[src/design/adc_ctrl_map.svh]
// offsets, field positions, reset values and link constants of the status/control pair
`ifndef ADC_CTRL_MAP_SVH
`define ADC_CTRL_MAP_SVH

// ----------------------------------------------------------------
// register offsets and reset values
// ----------------------------------------------------------------
`define DEVICE_FLAGS_ADDR    8'h00
`define MAIN_CONTROL_ADDR    8'h01
`define DEVICE_FLAGS_RESET   8'h81
`define MAIN_CONTROL_RESET   8'h00

// ----------------------------------------------------------------
// device_flags fields
// ----------------------------------------------------------------
`define FLG_FIXED_ONE        7
`define FLG_SEQ_ACTIVE       6
`define FLG_HS_MODE          5
`define FLG_AVG_DONE         3
`define FLG_CFG_ERR          2
`define FLG_CRC_ERR          1
`define FLG_BROWNOUT         0

// ----------------------------------------------------------------
// main_control fields
// ----------------------------------------------------------------
`define CTL_CRC_EN           6
`define CTL_MIN_MAX_TRACKING_ENABLE         5
`define CTL_WINDOW_EN        4
`define CTL_CONVERT          3
`define CTL_FORCE_ANALOG     2
`define CTL_OFFSET_TRIM      1
`define CTL_SOFT_RESET       0

// ----------------------------------------------------------------
// link constants
// ----------------------------------------------------------------
`define HS_MASTER_CODE       5'h01
`define I2C_ADDR_DEFAULT     7'h10
`define BITS_PER_BYTE        4'h8

`endif

[src/design/adc_ctrl_pkg.sv]
// types shared by the status/control block
package adc_ctrl_pkg;

    // ----------------------------------------------------------------
    // link sequencer states
    // ----------------------------------------------------------------
    typedef enum logic [9:0] {
        ST_IDLE      = 10'h001,
        ST_ADDR      = 10'h002,
        ST_ADDR_ACK  = 10'h004,
        ST_REG       = 10'h008,
        ST_REG_ACK   = 10'h010,
        ST_WDATA     = 10'h020,
        ST_WDATA_ACK = 10'h040,
        ST_STRETCH   = 10'h080,
        ST_RDATA     = 10'h100,
        ST_RDATA_ACK = 10'h200
    } link_state_t;

endpackage

[src/design/flag_if.sv]
// carrier between the register bank and one sticky status flag
`timescale 1ns/1ps
interface flag_if;
    logic set;
    logic clr;
    logic init;
    logic q;
    modport owner (input set, input clr, input init, output q);
    modport user  (output set, output clr, output init, input q);
endinterface

[src/design/sync2.sv]
// two-flop synchroniser for pins from outside the clock domain
`timescale 1ns/1ps
module sync2 #(
    parameter int WIDTH = 1
) (
    input  logic             clk,
    input  logic             rst_n,
    input  logic [WIDTH-1:0] d,
    output logic [WIDTH-1:0] q
);
    logic [WIDTH-1:0] meta;

    // idle bus lines are high, so reset to ones
    always_ff @(posedge clk or negedge rst_n) begin
        if (!rst_n) begin
            meta <= {WIDTH{1'b1}};
            q    <= {WIDTH{1'b1}};
        end else begin
            meta <= d;
            q    <= meta;
        end
    end
endmodule

[src/design/sticky_flag.sv]
// sticky flag: hardware set wins over software clear and over soft reset
`timescale 1ns/1ps
module sticky_flag #(
    parameter logic RESET_VALUE = 1'b0
) (
    input  logic   clk,
    input  logic   rst_n,
    flag_if.owner  f
);
    logic q;

    assign f.q = q;

    always_ff @(posedge clk or negedge rst_n) begin
        if (!rst_n) begin
            q <= RESET_VALUE;
        end else begin
            q <= f.set | (f.init & RESET_VALUE) | (~f.init & ~f.clr & q);
        end
    end
endmodule

[src/design/adc_status_and_general_control.sv]
// status and general control register pair reached over an i2c target port
//
// Operation
// flags reset to 0x81; top bit reads one.
// bit 6 reads one while the sequencer runs.
// bit 5 reads one in high-speed mode.
// averaging done flag sets on result; write one clears.
// config check error sampled only after any reset.
// inbound check error sets on failed check; write one clears.
// while check error set, writes beyond offsets 0 and 1 dropped.
// brown-out flag resets to one, sets on brown-out; write one clears.
// check enable turns on output append and incoming check.
// tracking enable clears statistics then updates them.
// window enable runs comparator; zero resets it.
// convert trigger reads zero.
// untriggered read converts at ninth fall, stretching clock until done.
// trigger write converts; the next read is not stretched.
// force bit makes every channel analog.
// trim bit starts calibration; cleared when finished.
// soft reset restores defaults, clears itself, sets brown-out flag.
// reserved and read-only bits ignore writes; reserved bits read zero.
`timescale 1ns/1ps
`include "adc_ctrl_map.svh"
module adc_status_and_general_control
    import adc_ctrl_pkg::*;
#(
    parameter logic [6:0] DEVICE_ADDRESS = `I2C_ADDR_DEFAULT
) (
    input  logic core_clk,
    input  logic reset_n,
    input  logic scl_in,
    output logic scl_out,
    output logic scl_oe_n,
    input  logic sda_in,
    output logic sda_out,
    output logic sda_oe_n,
    input  logic sequencer_active,
    input  logic averaging_done,
    input  logic crc_fail,
    input  logic brownout_detect,
    input  logic config_check_fail,
    input  logic conv_done,
    input  logic cal_done,
    output logic crc_enable,
    output logic stats_enable,
    output logic stats_clear,
    output logic window_enable,
    output logic window_reset,
    output logic force_analog,
    output logic cal_start,
    output logic conv_start
);

    // ----------------------------------------------------------------
    // reset release and pin sampling
    // ----------------------------------------------------------------
    logic [1:0]  rst_pipe;
    logic        rst_n, scl_s, sda_s, scl_d, sda_d;
    logic        scl_rise, scl_fall, start_det, stop_det;

    always_ff @(posedge core_clk or negedge reset_n) begin
        if (!reset_n) begin
            rst_pipe <= 2'h0;
        end else begin
            rst_pipe <= {rst_pipe[0], 1'b1};
        end
    end
    assign rst_n = rst_pipe[1];

    sync2 #(.WIDTH(2)) u_pin_sync (
        .clk   (core_clk),
        .rst_n (rst_n),
        .d     ({scl_in, sda_in}),
        .q     ({scl_s, sda_s})
    );

    always_ff @(posedge core_clk or negedge rst_n) begin
        if (!rst_n) begin
            scl_d <= 1'b1;
            sda_d <= 1'b1;
        end else begin
            scl_d <= scl_s;
            sda_d <= sda_s;
        end
    end
    assign scl_rise  = scl_s & ~scl_d;
    assign scl_fall  = ~scl_s & scl_d;
    assign start_det = scl_s & scl_d & sda_d & ~sda_s;
    assign stop_det  = scl_s & scl_d & ~sda_d & sda_s;

    // ----------------------------------------------------------------
    // register state
    // ----------------------------------------------------------------
    link_state_t state;
    logic [3:0]  cnt;
    logic [7:0]  sh, tx, ptr, wr_addr, wr_data;
    logic [7:0]  flags_value, control_value, rd_now;
    logic        rw, host_ack, hs_mode, wr_stb, link_conv, trig_take, trig_pending;
    logic        soft_rst, cfg_load, cfg_err, crc_en, min_max_tracking_enable, win_en, force_en;
    logic        cal_busy, wr_ok, wr_flags, wr_ctl;

    flag_if avg_f ();
    flag_if crc_f ();
    flag_if bor_f ();

    // ----------------------------------------------------------------
    // write decode
    // ----------------------------------------------------------------
    assign wr_ok    = wr_stb & (~crc_f.q | (wr_addr == `DEVICE_FLAGS_ADDR)
                              | (wr_addr == `MAIN_CONTROL_ADDR));
    assign wr_flags = wr_ok & (wr_addr == `DEVICE_FLAGS_ADDR);
    assign wr_ctl   = wr_ok & (wr_addr == `MAIN_CONTROL_ADDR);

    // ----------------------------------------------------------------
    // status flags
    // ----------------------------------------------------------------
    assign avg_f.set  = averaging_done;
    assign avg_f.clr  = wr_flags & wr_data[`FLG_AVG_DONE];
    assign avg_f.init = soft_rst;
    assign crc_f.set  = crc_fail & crc_en;
    assign crc_f.clr  = wr_flags & wr_data[`FLG_CRC_ERR];
    assign crc_f.init = soft_rst;
    assign bor_f.set  = brownout_detect;
    assign bor_f.clr  = wr_flags & wr_data[`FLG_BROWNOUT];
    assign bor_f.init = soft_rst;

    sticky_flag #(.RESET_VALUE(1'b0)) u_avg_flag (
        .clk   (core_clk),
        .rst_n (rst_n),
        .f     (avg_f)
    );
    sticky_flag #(.RESET_VALUE(1'b0)) u_crc_flag (
        .clk   (core_clk),
        .rst_n (rst_n),
        .f     (crc_f)
    );
    sticky_flag #(.RESET_VALUE(1'b1)) u_bor_flag (
        .clk   (core_clk),
        .rst_n (rst_n),
        .f     (bor_f)
    );

    // check result taken once per reset
    always_ff @(posedge core_clk or negedge rst_n) begin
        if (!rst_n) begin
            cfg_load <= 1'b1;
            cfg_err  <= 1'b0;
        end else begin
            cfg_load <= soft_rst;
            if (cfg_load) begin
                cfg_err <= config_check_fail;
            end
        end
    end

    // ----------------------------------------------------------------
    // control register
    // ----------------------------------------------------------------
    always_ff @(posedge core_clk or negedge rst_n) begin
        if (!rst_n) begin
            soft_rst <= 1'b0;
        end else begin
            soft_rst <= wr_ctl & wr_data[`CTL_SOFT_RESET];
        end
    end

    always_ff @(posedge core_clk or negedge rst_n) begin
        if (!rst_n) begin
            crc_en   <= 1'b0;
            min_max_tracking_enable <= 1'b0;
            win_en   <= 1'b0;
            force_en <= 1'b0;
            cal_busy <= 1'b0;
        end else if (soft_rst) begin
            crc_en   <= 1'b0;
            min_max_tracking_enable <= 1'b0;
            win_en   <= 1'b0;
            force_en <= 1'b0;
            cal_busy <= 1'b0;
        end else begin
            if (wr_ctl) begin
                crc_en   <= wr_data[`CTL_CRC_EN];
                min_max_tracking_enable <= wr_data[`CTL_MIN_MAX_TRACKING_ENABLE];
                win_en   <= wr_data[`CTL_WINDOW_EN];
                force_en <= wr_data[`CTL_FORCE_ANALOG];
            end
            if (wr_ctl & wr_data[`CTL_OFFSET_TRIM]) begin
                cal_busy <= 1'b1;
            end else if (cal_done) begin
                cal_busy <= 1'b0;
            end
        end
    end

    // outputs registered, one cycle behind their bits
    always_ff @(posedge core_clk or negedge rst_n) begin
        if (!rst_n) begin
            crc_enable    <= 1'b0;
            stats_enable  <= 1'b0;
            stats_clear   <= 1'b0;
            window_enable <= 1'b0;
            window_reset  <= 1'b1;
            force_analog  <= 1'b0;
            cal_start     <= 1'b0;
            conv_start    <= 1'b0;
        end else begin
            crc_enable    <= crc_en;
            stats_enable  <= min_max_tracking_enable;
            stats_clear   <= wr_ctl & wr_data[`CTL_MIN_MAX_TRACKING_ENABLE] & ~min_max_tracking_enable;
            window_enable <= win_en;
            window_reset  <= ~win_en;
            force_analog  <= force_en;
            cal_start     <= wr_ctl & wr_data[`CTL_OFFSET_TRIM] & ~cal_busy;
            conv_start    <= (wr_ctl & wr_data[`CTL_CONVERT]) | link_conv;
        end
    end

    // a trigger excuses the next read from stretching
    always_ff @(posedge core_clk or negedge rst_n) begin
        if (!rst_n) begin
            trig_pending <= 1'b0;
        end else if (wr_ctl & wr_data[`CTL_CONVERT]) begin
            trig_pending <= 1'b1;
        end else if (trig_take | soft_rst) begin
            trig_pending <= 1'b0;
        end
    end

    // ----------------------------------------------------------------
    // read values
    // ----------------------------------------------------------------
    assign flags_value   = {1'b1, sequencer_active, hs_mode, 1'b0,
                            avg_f.q, cfg_err, crc_f.q, bor_f.q};
    assign control_value = {1'b0, crc_en, min_max_tracking_enable, win_en,
                            1'b0, force_en, cal_busy, 1'b0};
    assign rd_now = (ptr == `DEVICE_FLAGS_ADDR) ? flags_value :
                    (ptr == `MAIN_CONTROL_ADDR) ? control_value : 8'h00;

    // ----------------------------------------------------------------
    // i2c target sequencer
    // ----------------------------------------------------------------
    always_ff @(posedge core_clk or negedge rst_n) begin
        if (!rst_n) begin
            state     <= ST_IDLE;
            cnt       <= 4'h0;
            sh        <= 8'h00;
            tx        <= 8'h00;
            ptr       <= 8'h00;
            rw        <= 1'b0;
            host_ack  <= 1'b0;
            hs_mode   <= 1'b0;
            sda_oe_n  <= 1'b1;
            scl_oe_n  <= 1'b1;
            wr_stb    <= 1'b0;
            wr_addr   <= 8'h00;
            wr_data   <= 8'h00;
            link_conv <= 1'b0;
            trig_take <= 1'b0;
            scl_out   <= 1'b0;
            sda_out   <= 1'b0;
        end else begin
            scl_out   <= 1'b0;
            sda_out   <= 1'b0;
            wr_stb    <= 1'b0;
            link_conv <= 1'b0;
            trig_take <= 1'b0;
            if (start_det) begin
                state    <= ST_ADDR;
                cnt      <= 4'h0;
                sda_oe_n <= 1'b1;
            end else if (stop_det) begin
                state    <= ST_IDLE;
                sda_oe_n <= 1'b1;
                hs_mode  <= 1'b0;
            end else if (state == ST_STRETCH) begin
                if (conv_done) begin
                    scl_oe_n <= 1'b1;
                    sda_oe_n <= rd_now[7];
                    tx       <= {rd_now[6:0], 1'b0};
                    ptr      <= ptr + 8'h01;
                    cnt      <= 4'h0;
                    state    <= ST_RDATA;
                end
            end else begin
                if (scl_rise) begin
                    sh  <= {sh[6:0], sda_s};
                    cnt <= cnt + 4'h1;
                    if (state == ST_RDATA_ACK) begin
                        host_ack <= ~sda_s;
                    end
                end
                if (scl_fall) begin
                    unique case (state)
                        ST_IDLE, ST_STRETCH: begin
                        end
                        ST_ADDR: begin
                            if (cnt == `BITS_PER_BYTE) begin
                                cnt <= 4'h0;
                                if (sh[7:1] == DEVICE_ADDRESS) begin
                                    rw       <= sh[0];
                                    sda_oe_n <= 1'b0;
                                    state    <= ST_ADDR_ACK;
                                end else begin
                                    if (sh[7:3] == `HS_MASTER_CODE) begin
                                        hs_mode <= 1'b1;
                                    end
                                    state <= ST_IDLE;
                                end
                            end
                        end
                        ST_ADDR_ACK: begin
                            cnt <= 4'h0;
                            if (!rw) begin
                                sda_oe_n <= 1'b1;
                                state    <= ST_REG;
                            end else if (trig_pending) begin
                                trig_take <= 1'b1;
                                sda_oe_n  <= rd_now[7];
                                tx        <= {rd_now[6:0], 1'b0};
                                ptr       <= ptr + 8'h01;
                                state     <= ST_RDATA;
                            end else begin
                                link_conv <= 1'b1;
                                scl_oe_n  <= 1'b0;
                                sda_oe_n  <= 1'b1;
                                state     <= ST_STRETCH;
                            end
                        end
                        ST_REG: begin
                            if (cnt == `BITS_PER_BYTE) begin
                                ptr      <= sh;
                                sda_oe_n <= 1'b0;
                                state    <= ST_REG_ACK;
                            end
                        end
                        ST_REG_ACK: begin
                            cnt      <= 4'h0;
                            sda_oe_n <= 1'b1;
                            state    <= ST_WDATA;
                        end
                        ST_WDATA: begin
                            if (cnt == `BITS_PER_BYTE) begin
                                wr_stb   <= 1'b1;
                                wr_addr  <= ptr;
                                wr_data  <= sh;
                                ptr      <= ptr + 8'h01;
                                sda_oe_n <= 1'b0;
                                state    <= ST_WDATA_ACK;
                            end
                        end
                        ST_WDATA_ACK: begin
                            cnt      <= 4'h0;
                            sda_oe_n <= 1'b1;
                            state    <= ST_WDATA;
                        end
                        ST_RDATA: begin
                            if (cnt == `BITS_PER_BYTE) begin
                                sda_oe_n <= 1'b1;
                                cnt      <= 4'h0;
                                state    <= ST_RDATA_ACK;
                            end else begin
                                sda_oe_n <= tx[7];
                                tx       <= {tx[6:0], 1'b0};
                            end
                        end
                        ST_RDATA_ACK: begin
                            cnt <= 4'h0;
                            if (host_ack) begin
                                sda_oe_n <= rd_now[7];
                                tx       <= {rd_now[6:0], 1'b0};
                                ptr      <= ptr + 8'h01;
                                state    <= ST_RDATA;
                            end else begin
                                state <= ST_IDLE;
                            end
                        end
                    endcase
                end
            end
        end
    end

endmodule

[config.mk]
export PLATFORM = sky130hd
export DESIGN_NAME = adc_status_and_general_control
export DESIGN_NICKNAME = d
export VERILOG_FILES = /design/src/design/adc_ctrl_pkg.sv /design/src/design/flag_if.sv /design/src/design/sync2.sv /design/src/design/sticky_flag.sv /design/src/design/adc_status_and_general_control.sv
export VERILOG_INCLUDE_DIRS = /design/src /design/src/design
export SDC_FILE = /design/constraint.sdc
export NUM_CORES = 1
export LEC_CHECK = 0
export ABC_AREA = 1
export ABC_CLOCK_PERIOD_IN_PS = 3200
export BUFFER_PORTS_ARGS = -buffer_cell sky130_fd_sc_hd__buf_4
export CORE_MARGIN = 2
export CORE_UTILIZATION = 61
export DETAILED_ROUTE_END_ITERATION = 10
export PLACE_DENSITY = 0.78
export REMOVE_ABC_BUFFERS = 1
export SLEW_MARGIN = 30
export SYNTH_ARGS = -nofsm -noshare
export SYNTH_HDL_FRONTEND = slang
export SYNTH_SLANG_ARGS = --single-unit
export TNS_END_PERCENT = 5
[constraint.sdc]
create_clock -name core_clk -period 3.2 [get_ports core_clk]
set_input_delay 0.32 -clock core_clk [delete_from_list [all_inputs] [get_ports core_clk]]
set_output_delay 0.32 -clock core_clk [all_outputs]
set_load 0.01 [all_outputs]
* After elaboration in Yosys (flattened, before gate mapping)
Index checks and enable logic that the tools add are counted. Widths: inputs -> output; s select.
Storage, ports and cells: output and inout bits 12, input port bits 11, word-level logic and storage cells 257, bits in registers 89
Cells by class: reduce and logical (&&, ||, !) cells 32, add/subtract/negate cells 2, bitwise logic cells 49, multiplexer cells 100, eq/ne operators 34
Operator list (number):
- $mux 8 | 16
- $mux 10 | 9
- $pmux 10 s7 | 1
- $mux 1 | 58
- $reduce_and 7->1 | 5
- $pmux 8 s4 | 1
- $ne 5x5->1 const B | 6
- $mux 4 | 7
- $mux 9 | 3
- $and 1x1->1 | 26
- $pmux 8 s3 | 1
- $ne 3x3->1 const B | 7
- $reduce_bool 2->1 | 9
- $eq 8x1->1 const B | 2
- $logic_not 8->1 | 2
- $not 1->1 | 15
- $eq 10x10->1 const B | 1
- $eq 10x2->1 const B | 1
- $eq 10x3->1 const B | 1
- $eq 10x4->1 const B | 1
- $eq 10x5->1 const B | 1
- $eq 10x6->1 const B | 1
- $eq 10x7->1 const B | 1
- $eq 10x8->1 const B | 1
- 28 further kinds | 41

* Longest topological paths before layout
word-level depth 10, gate-level depth with buffers 13, gate-level depth less buffers 13

* Modules after synthesis
Synthesis repeated with hierarchy kept, for this count alone.
Unflattened totals: cell total of the unflattened synthesis 548, area, all modules 4539.4 um2
By module, submodules not included:
- adc_status_and_general_control | area an instance 4312.9 um2, times used 1, cells an instance 529, sequential area each 2035.7 um2
- sync2 | area an instance 105.1 um2, times used 1, cells an instance 4, sequential area each 105.1 um2
- sticky_flag at u_avg_flag ... | area an instance 40.0 um2, times used 2, cells an instance 5, sequential area each 25.0 um2
- sticky_flag at u_bor_flag | area an instance 41.3 um2, times used 1, cells an instance 5, sequential area each 26.3 um2

* Least setup slack after synthesis
No wires, ideal clock.
kind register -> register, start point register u_pin_sync.q[1], end point register state[1], required time 3.081 ns, clock period less this slack 1.782 ns, setup time 0.119 ns, data arrival time 1.663 ns, stages on the path, launching flop included 11, path slack 1.418 ns, buffers on the path 1, cell sequence dfstp_2 -> nand2_1 -> nor2_1 -> nor2_8 -> inv_2 -> nor2_1 -> o21ai_1 -> nand3_4 -> buf_6 -> nand2_1 -> nand2_1
On the way: cells in the longest elaborated chain, start to end 5, elaborated cells between the ends (all ways) 17, classes of those cells 5 x eq/ne; 2 x mux; 7 x bitwise; 3 x reduce/logical
RTL lines:
- start: declaration | RTL line sync2.sv:9 | output logic [WIDTH-1:0] q
- start signal: assignment | RTL line sync2.sv:17 | q <= {WIDTH{1'b1}};
- start signal: assignment | RTL line sync2.sv:20 | q <= meta;
- $and 1x1->1 | RTL line adc_status_and_general_control.sv:88, adc_status_and_general_control.sv:89
- $and 1x1->1 (on tied branches) (2 in a row) | RTL line adc_status_and_general_control.sv:88, adc_status_and_general_control.sv:89
- $ne 5x5->1 (no source line) (tied with other cells)
- $reduce_and 7->1 (no source line) / $mux 10 (equally long branches)
- end signal: assignment | RTL line adc_status_and_general_control.sv:244 | state <= ST_IDLE;
- end signal: assignment | RTL line adc_status_and_general_control.sv:268 | state <= ST_ADDR;
- end signal: assignment | RTL line adc_status_and_general_control.sv:272 | state <= ST_IDLE;
- end: declaration | RTL line adc_status_and_general_control.sv:94 | link_state_t state;
Several ways; a longest one is shown, not always the timed one. A chain may end at the register's enable or synchronous reset.

* Final worst setup path
start point register state[9], end point register state[0]
On the way: cells in the longest elaborated chain, start to end 7, elaborated cells between the ends (all ways) 23, classes of those cells 14 x eq/ne; 5 x mux; 4 x reduce/logical
RTL lines:
- $eq 10x7->1 / $eq 10x5->1 (equally long branches) | RTL line adc_status_and_general_control.sv:293 | unique case (state)
- $reduce_or 2->1 (no source line)
- $pmux 10 s7 | RTL line adc_status_and_general_control.sv:293
- $mux 10 | RTL line adc_status_and_general_control.sv:292 | if (scl_fall) begin
- $mux 10 | RTL line adc_status_and_general_control.sv:275 | end else if (state == ST_STRETCH) begin
- $mux 10 | RTL line adc_status_and_general_control.sv:271 | end else if (stop_det) begin
- $mux 10 | RTL line adc_status_and_general_control.sv:267 | if (start_det) begin
Several ways; a longest one is shown, not always the timed one. The select of a mux whose other input is x is not followed.

==> flow_metrics.py <==
metrics = {
    "floorplan": {
        "floorplan.core_area_um2": 7214,
        "die-area_um2": 8143,
        "initial_utilization_pct": 62.89,
        "floorplan.rows": 31,
        "dieHeight_um": 90.24,
        "top_level_pins": 23,
        "floorplan_die_width_um": 90.24,
    },
    "clocking": {
        "clock_pin_transition_on_the_worst_setup_and_hold_timing_paths_ns": 0.10,
        "cts_resized": 0,
        "cts.root.buffer_cell": "sky130_fd_sc_hd__clkbuf_8",
        "buffer_levels_on_the_longest_clock_path": 2,
        "clock_insertion_delay_worst_skew_ns": 0.36,
        "clock_sinks": 88,
        "cts_made_buffers": 9,
        "h-tree-depth": 3,
        "cts_tree": "built",
    },
    "routing": {
        "drc_violations": 0,
        "drt_pre_antenna_iters": 5,
        "drt-total-wl_mm": 10.04,
        "vias_per_cell": 5.385,
        "antenna_left": 0,
        "route.vias.total": 3678,
        "detail_route.iter0.violations": 273,
        "wl_per_cell_um": 14.70,
    },
    "global_routing": {
        "global_route.usage.met3_pct": 3.437,
        "track_usage_pct": 26.26,
        "groute.layer.met1.usage_pct": 38.63,
        "met2_usage_pct": 40.23,
        "grt_start_max_net_pins": 48,
        "grt_busiest_layer": "met2",
        "wire_length_of_the_first_global_routing_pass_mm": 17.07,
        "first_global_vias": 3549,
        "antenna_found_initial": 0,
        "globalRouteOverflowTotal": 0,
    },
    "worst_setup_path": {
        "crit_path_start_kind": "flop",
        "setup.worst_path.end_class": "flop",
        "critPathArrivalTime_ns": 2.49,
        "timing.critical_path.slowest_cell_delay_ns": 0.46,
        "crit_path_max_fanout": 19,
        "slowest_stage": "sky130_fd_sc_hd__dfrtp_1",
        "critical_path.cell_chain": "nor2_4, inv_2, nor2_1, nand2_1, nand2_1, nor2_1, nand2_2, nand3_4, nor2_1, nand2_1, nand2_1",
        "crit_type": "flop to flop",
        "worstPathRequired_ns": 3.51,
        "crit_top_cell": "sky130_fd_sc_hd__nand2_1",
    },
    "synth": {
        "number_of_register_bits_inferred_by_synthesis": 88,
        "instance_count_of_the_mapped_netlist": 553,
        "postSynth.topFlopCell": "sky130_fd_sc_hd__dfrtp_1",
        "syn_area_um2": 4537,
        "synth.lib_cells_used.distinct": 37,
        "ys_async_sr_fraction_pct": 100.0,
        "synth-warning-count": 0,
        "synth-seq-area-share_pct": 48.87,
        "synth.avg_cell_area_um2": 8.204,
        "count_of_flip_flops_with_a_built_in_enable_after_synthesis": 0,
    },
    "timing": {
        "hold_viol": 0,
        "postLayoutSetupSlackWorst_ns": 1.019,
        "max_slew.worst_pin.slew_ns": 0.8750,
        "fin_setup_tns_ns": 0,
        "skew_ns": 0.01143,
        "report.final.setup_viol": 0,
        "rsz0062_at_grt": "false",
        "final_min_period_over_clock_period_pct": 68.16,
        "finalCriticalPeriod_ns": 2.181,
        "finalMaxSlewViolations": 0,
        "maximum_clock_frequency_mhz": 458.5,
        "max_slew_margin_pct": 41.45,
    },
    "min_path": {
        "worst_min_delay_path_class": "primary input to flop",
    },
    "final_layout": {
        "antenna-diode-count": 0,
        "fin_nets": 595,
        "mostFrequentLayoutCells": "sky130_fd_sc_hd__nand2_1, sky130_fd_sc_hd__dfrtp_1, sky130_fd_sc_hd__inv_1, sky130_fd_sc_hd__nor2_1, sky130_fd_sc_hd__o21ai_0",
        "final_common_cell": "sky130_fd_sc_hd__nand2_1",
        "final_cells": 683,
        "area_growth_syn_to_layout_pct": 10.12,
        "layout_cells_sized_above_1_pct": 16.61,
    },
    "placed_design": {
        "place_worst_setup_slack_ns": 1.107,
        "buffer_ports.inserted": 20,
        "gp_congestion": 0.9174,
        "dp_cells": 666,
        "dp.final_hpwl_mm": 7.491,
    },
    "power_and_ir_drop": {
        "leakage_uw": 0.002581,
        "worst_ir_drop_vdd_v": 0.0003423,
        "power_per_cell_area_nw_per_um2": 522.5,
    },
    "job": {
        "max_cap_viol_count": 0,
    },
    "status": {
        "run_status": "completed",
    },
}
## metrics by stage
stage	hold WS (ns)	util [%]	area (um2)	total power (uW)
2_1_floorplan	0.02441	-	4484	1718
3_3_place_gp	0.1023	66.11	4770	1843
3_5_place_dp	0.1039	66.39	4790	1866
4_1_cts	0.05749	69.25	4996	2622
5_1_grt	0.05664	69.25	4996	2767
6_report	0.06646	69.25	4996	2610
## power by group
group          switching [uW]  internal, uW  total, uW
Clock                     446           306        752
Sequential               99.1          1210       1310
Combinational             370           179        550
Total                     916          1690       2610
## Yosys cell counts, types with 7 or more instances
master                    number  area, um2
sky130_fd_sc_hd__xor2_1        8      70.07
sky130_fd_sc_hd__nand2_1     168      630.6
sky130_fd_sc_hd__o21ai_1      10      50.05
sky130_fd_sc_hd__dfstp_2      12      315.3
sky130_fd_sc_hd__o21ai_2       8      70.07
sky130_fd_sc_hd__dfrtp_1      76       1902
sky130_fd_sc_hd__nor2_4        7      78.83
sky130_fd_sc_hd__nor2_1       40      150.1
sky130_fd_sc_hd__a21oi_1      10      50.05
sky130_fd_sc_hd__inv_1        64      240.2
sky130_fd_sc_hd__nand4_1      17      106.4
sky130_fd_sc_hd__nand3_1      29      145.1
sky130_fd_sc_hd__inv_2         8      30.03
sky130_fd_sc_hd__o21ai_0      36      180.2
sky130_fd_sc_hd__nor3_1       10      50.05
## final cells by class
| cell class | instances | area (um2) |
|---|---|---|
| flip-flops and latches | 88 | 2221 |
| fillers | 630 | 2218 |
| multi-input cells | 385 | 1997 |
| inverters | 72 | 270.3 |
| repair buffers | 23 | 187.7 |
| clock buffers | 9 | 123.9 |
| well taps | 99 | 123.9 |
| clock inverters | 7 | 72.57 |
## sequential cells by signal, indices dropped and copies added (netlist names), 4 cells and up
signal and count:
state 10, ptr 8, sh 8, wr_addr 8
tx 7, wr_data 7, cnt 4
## routing by layer
metal | routed length [um] | vias up
li1 | - | 1815
met2 | 4574 | 115
met3 | 552 | 13
met4 | 192 | 0
met5 | 0 | -
met1 | 4723 | 1735
## repair_timing
action / 4_1_cts / 5_1_grt
endpoints found under the hold margin: 2 / 0
hold buffers: 1 / 0
setup buffers: 0 / 0
## cell families (layout without fill, tap and decap cells)
logic type,count (synthesis),count (layout),share of synthesized area (%)
buffers and inverters,81,111,7.198
muxes,1,1,0.2482
AOI/OAI and AO/OA,72,72,8.991
DFF,88,88,48.87
adders and majority gates,5,5,1.379
and+or+nand+nor,296,296,31.60
other,2,3,0.1655
xor gates and xnor gates,8,8,1.544
## worst max-delay path, delay by kind of cell, from the launching register on
family | cells | cell delay [ns]
flip-flops | 1 | 0.46
AND/OR/NAND/NOR | 10 | 1.57
buffers and inverters | 1 | 0.09
## path summary, 6_finish.rpt
check | start | endpoint | slack (ns) | cells past startpoint
worst max-delay path | state[9]$_DFFE_PN0P_ | state[0]$_DFFE_PN1P_ | 1.02 | 11
worst min-delay path | scl_in | u_pin_sync.meta[1]$_DFF_PN1_ | 0.07 | 1
worst max register to register | state[9]$_DFFE_PN0P_ | state[0]$_DFFE_PN1P_ | 1.02 | 11
worst min register to register | rst_pipe[1]$_DFF_PN0_ | ptr[6]$_DFFE_PN0P_ | 0.36 | 0
max in group asynchronous | rst_pipe[1]$_DFF_PN0_ | cfg_load$_DFF_PN1_ | 2.15 | 1
min in group asynchronous | reset_n | rst_pipe[1]$_DFF_PN0_ | 0.27 | 2
Note: power is estimated with default switching activity, not from simulation.
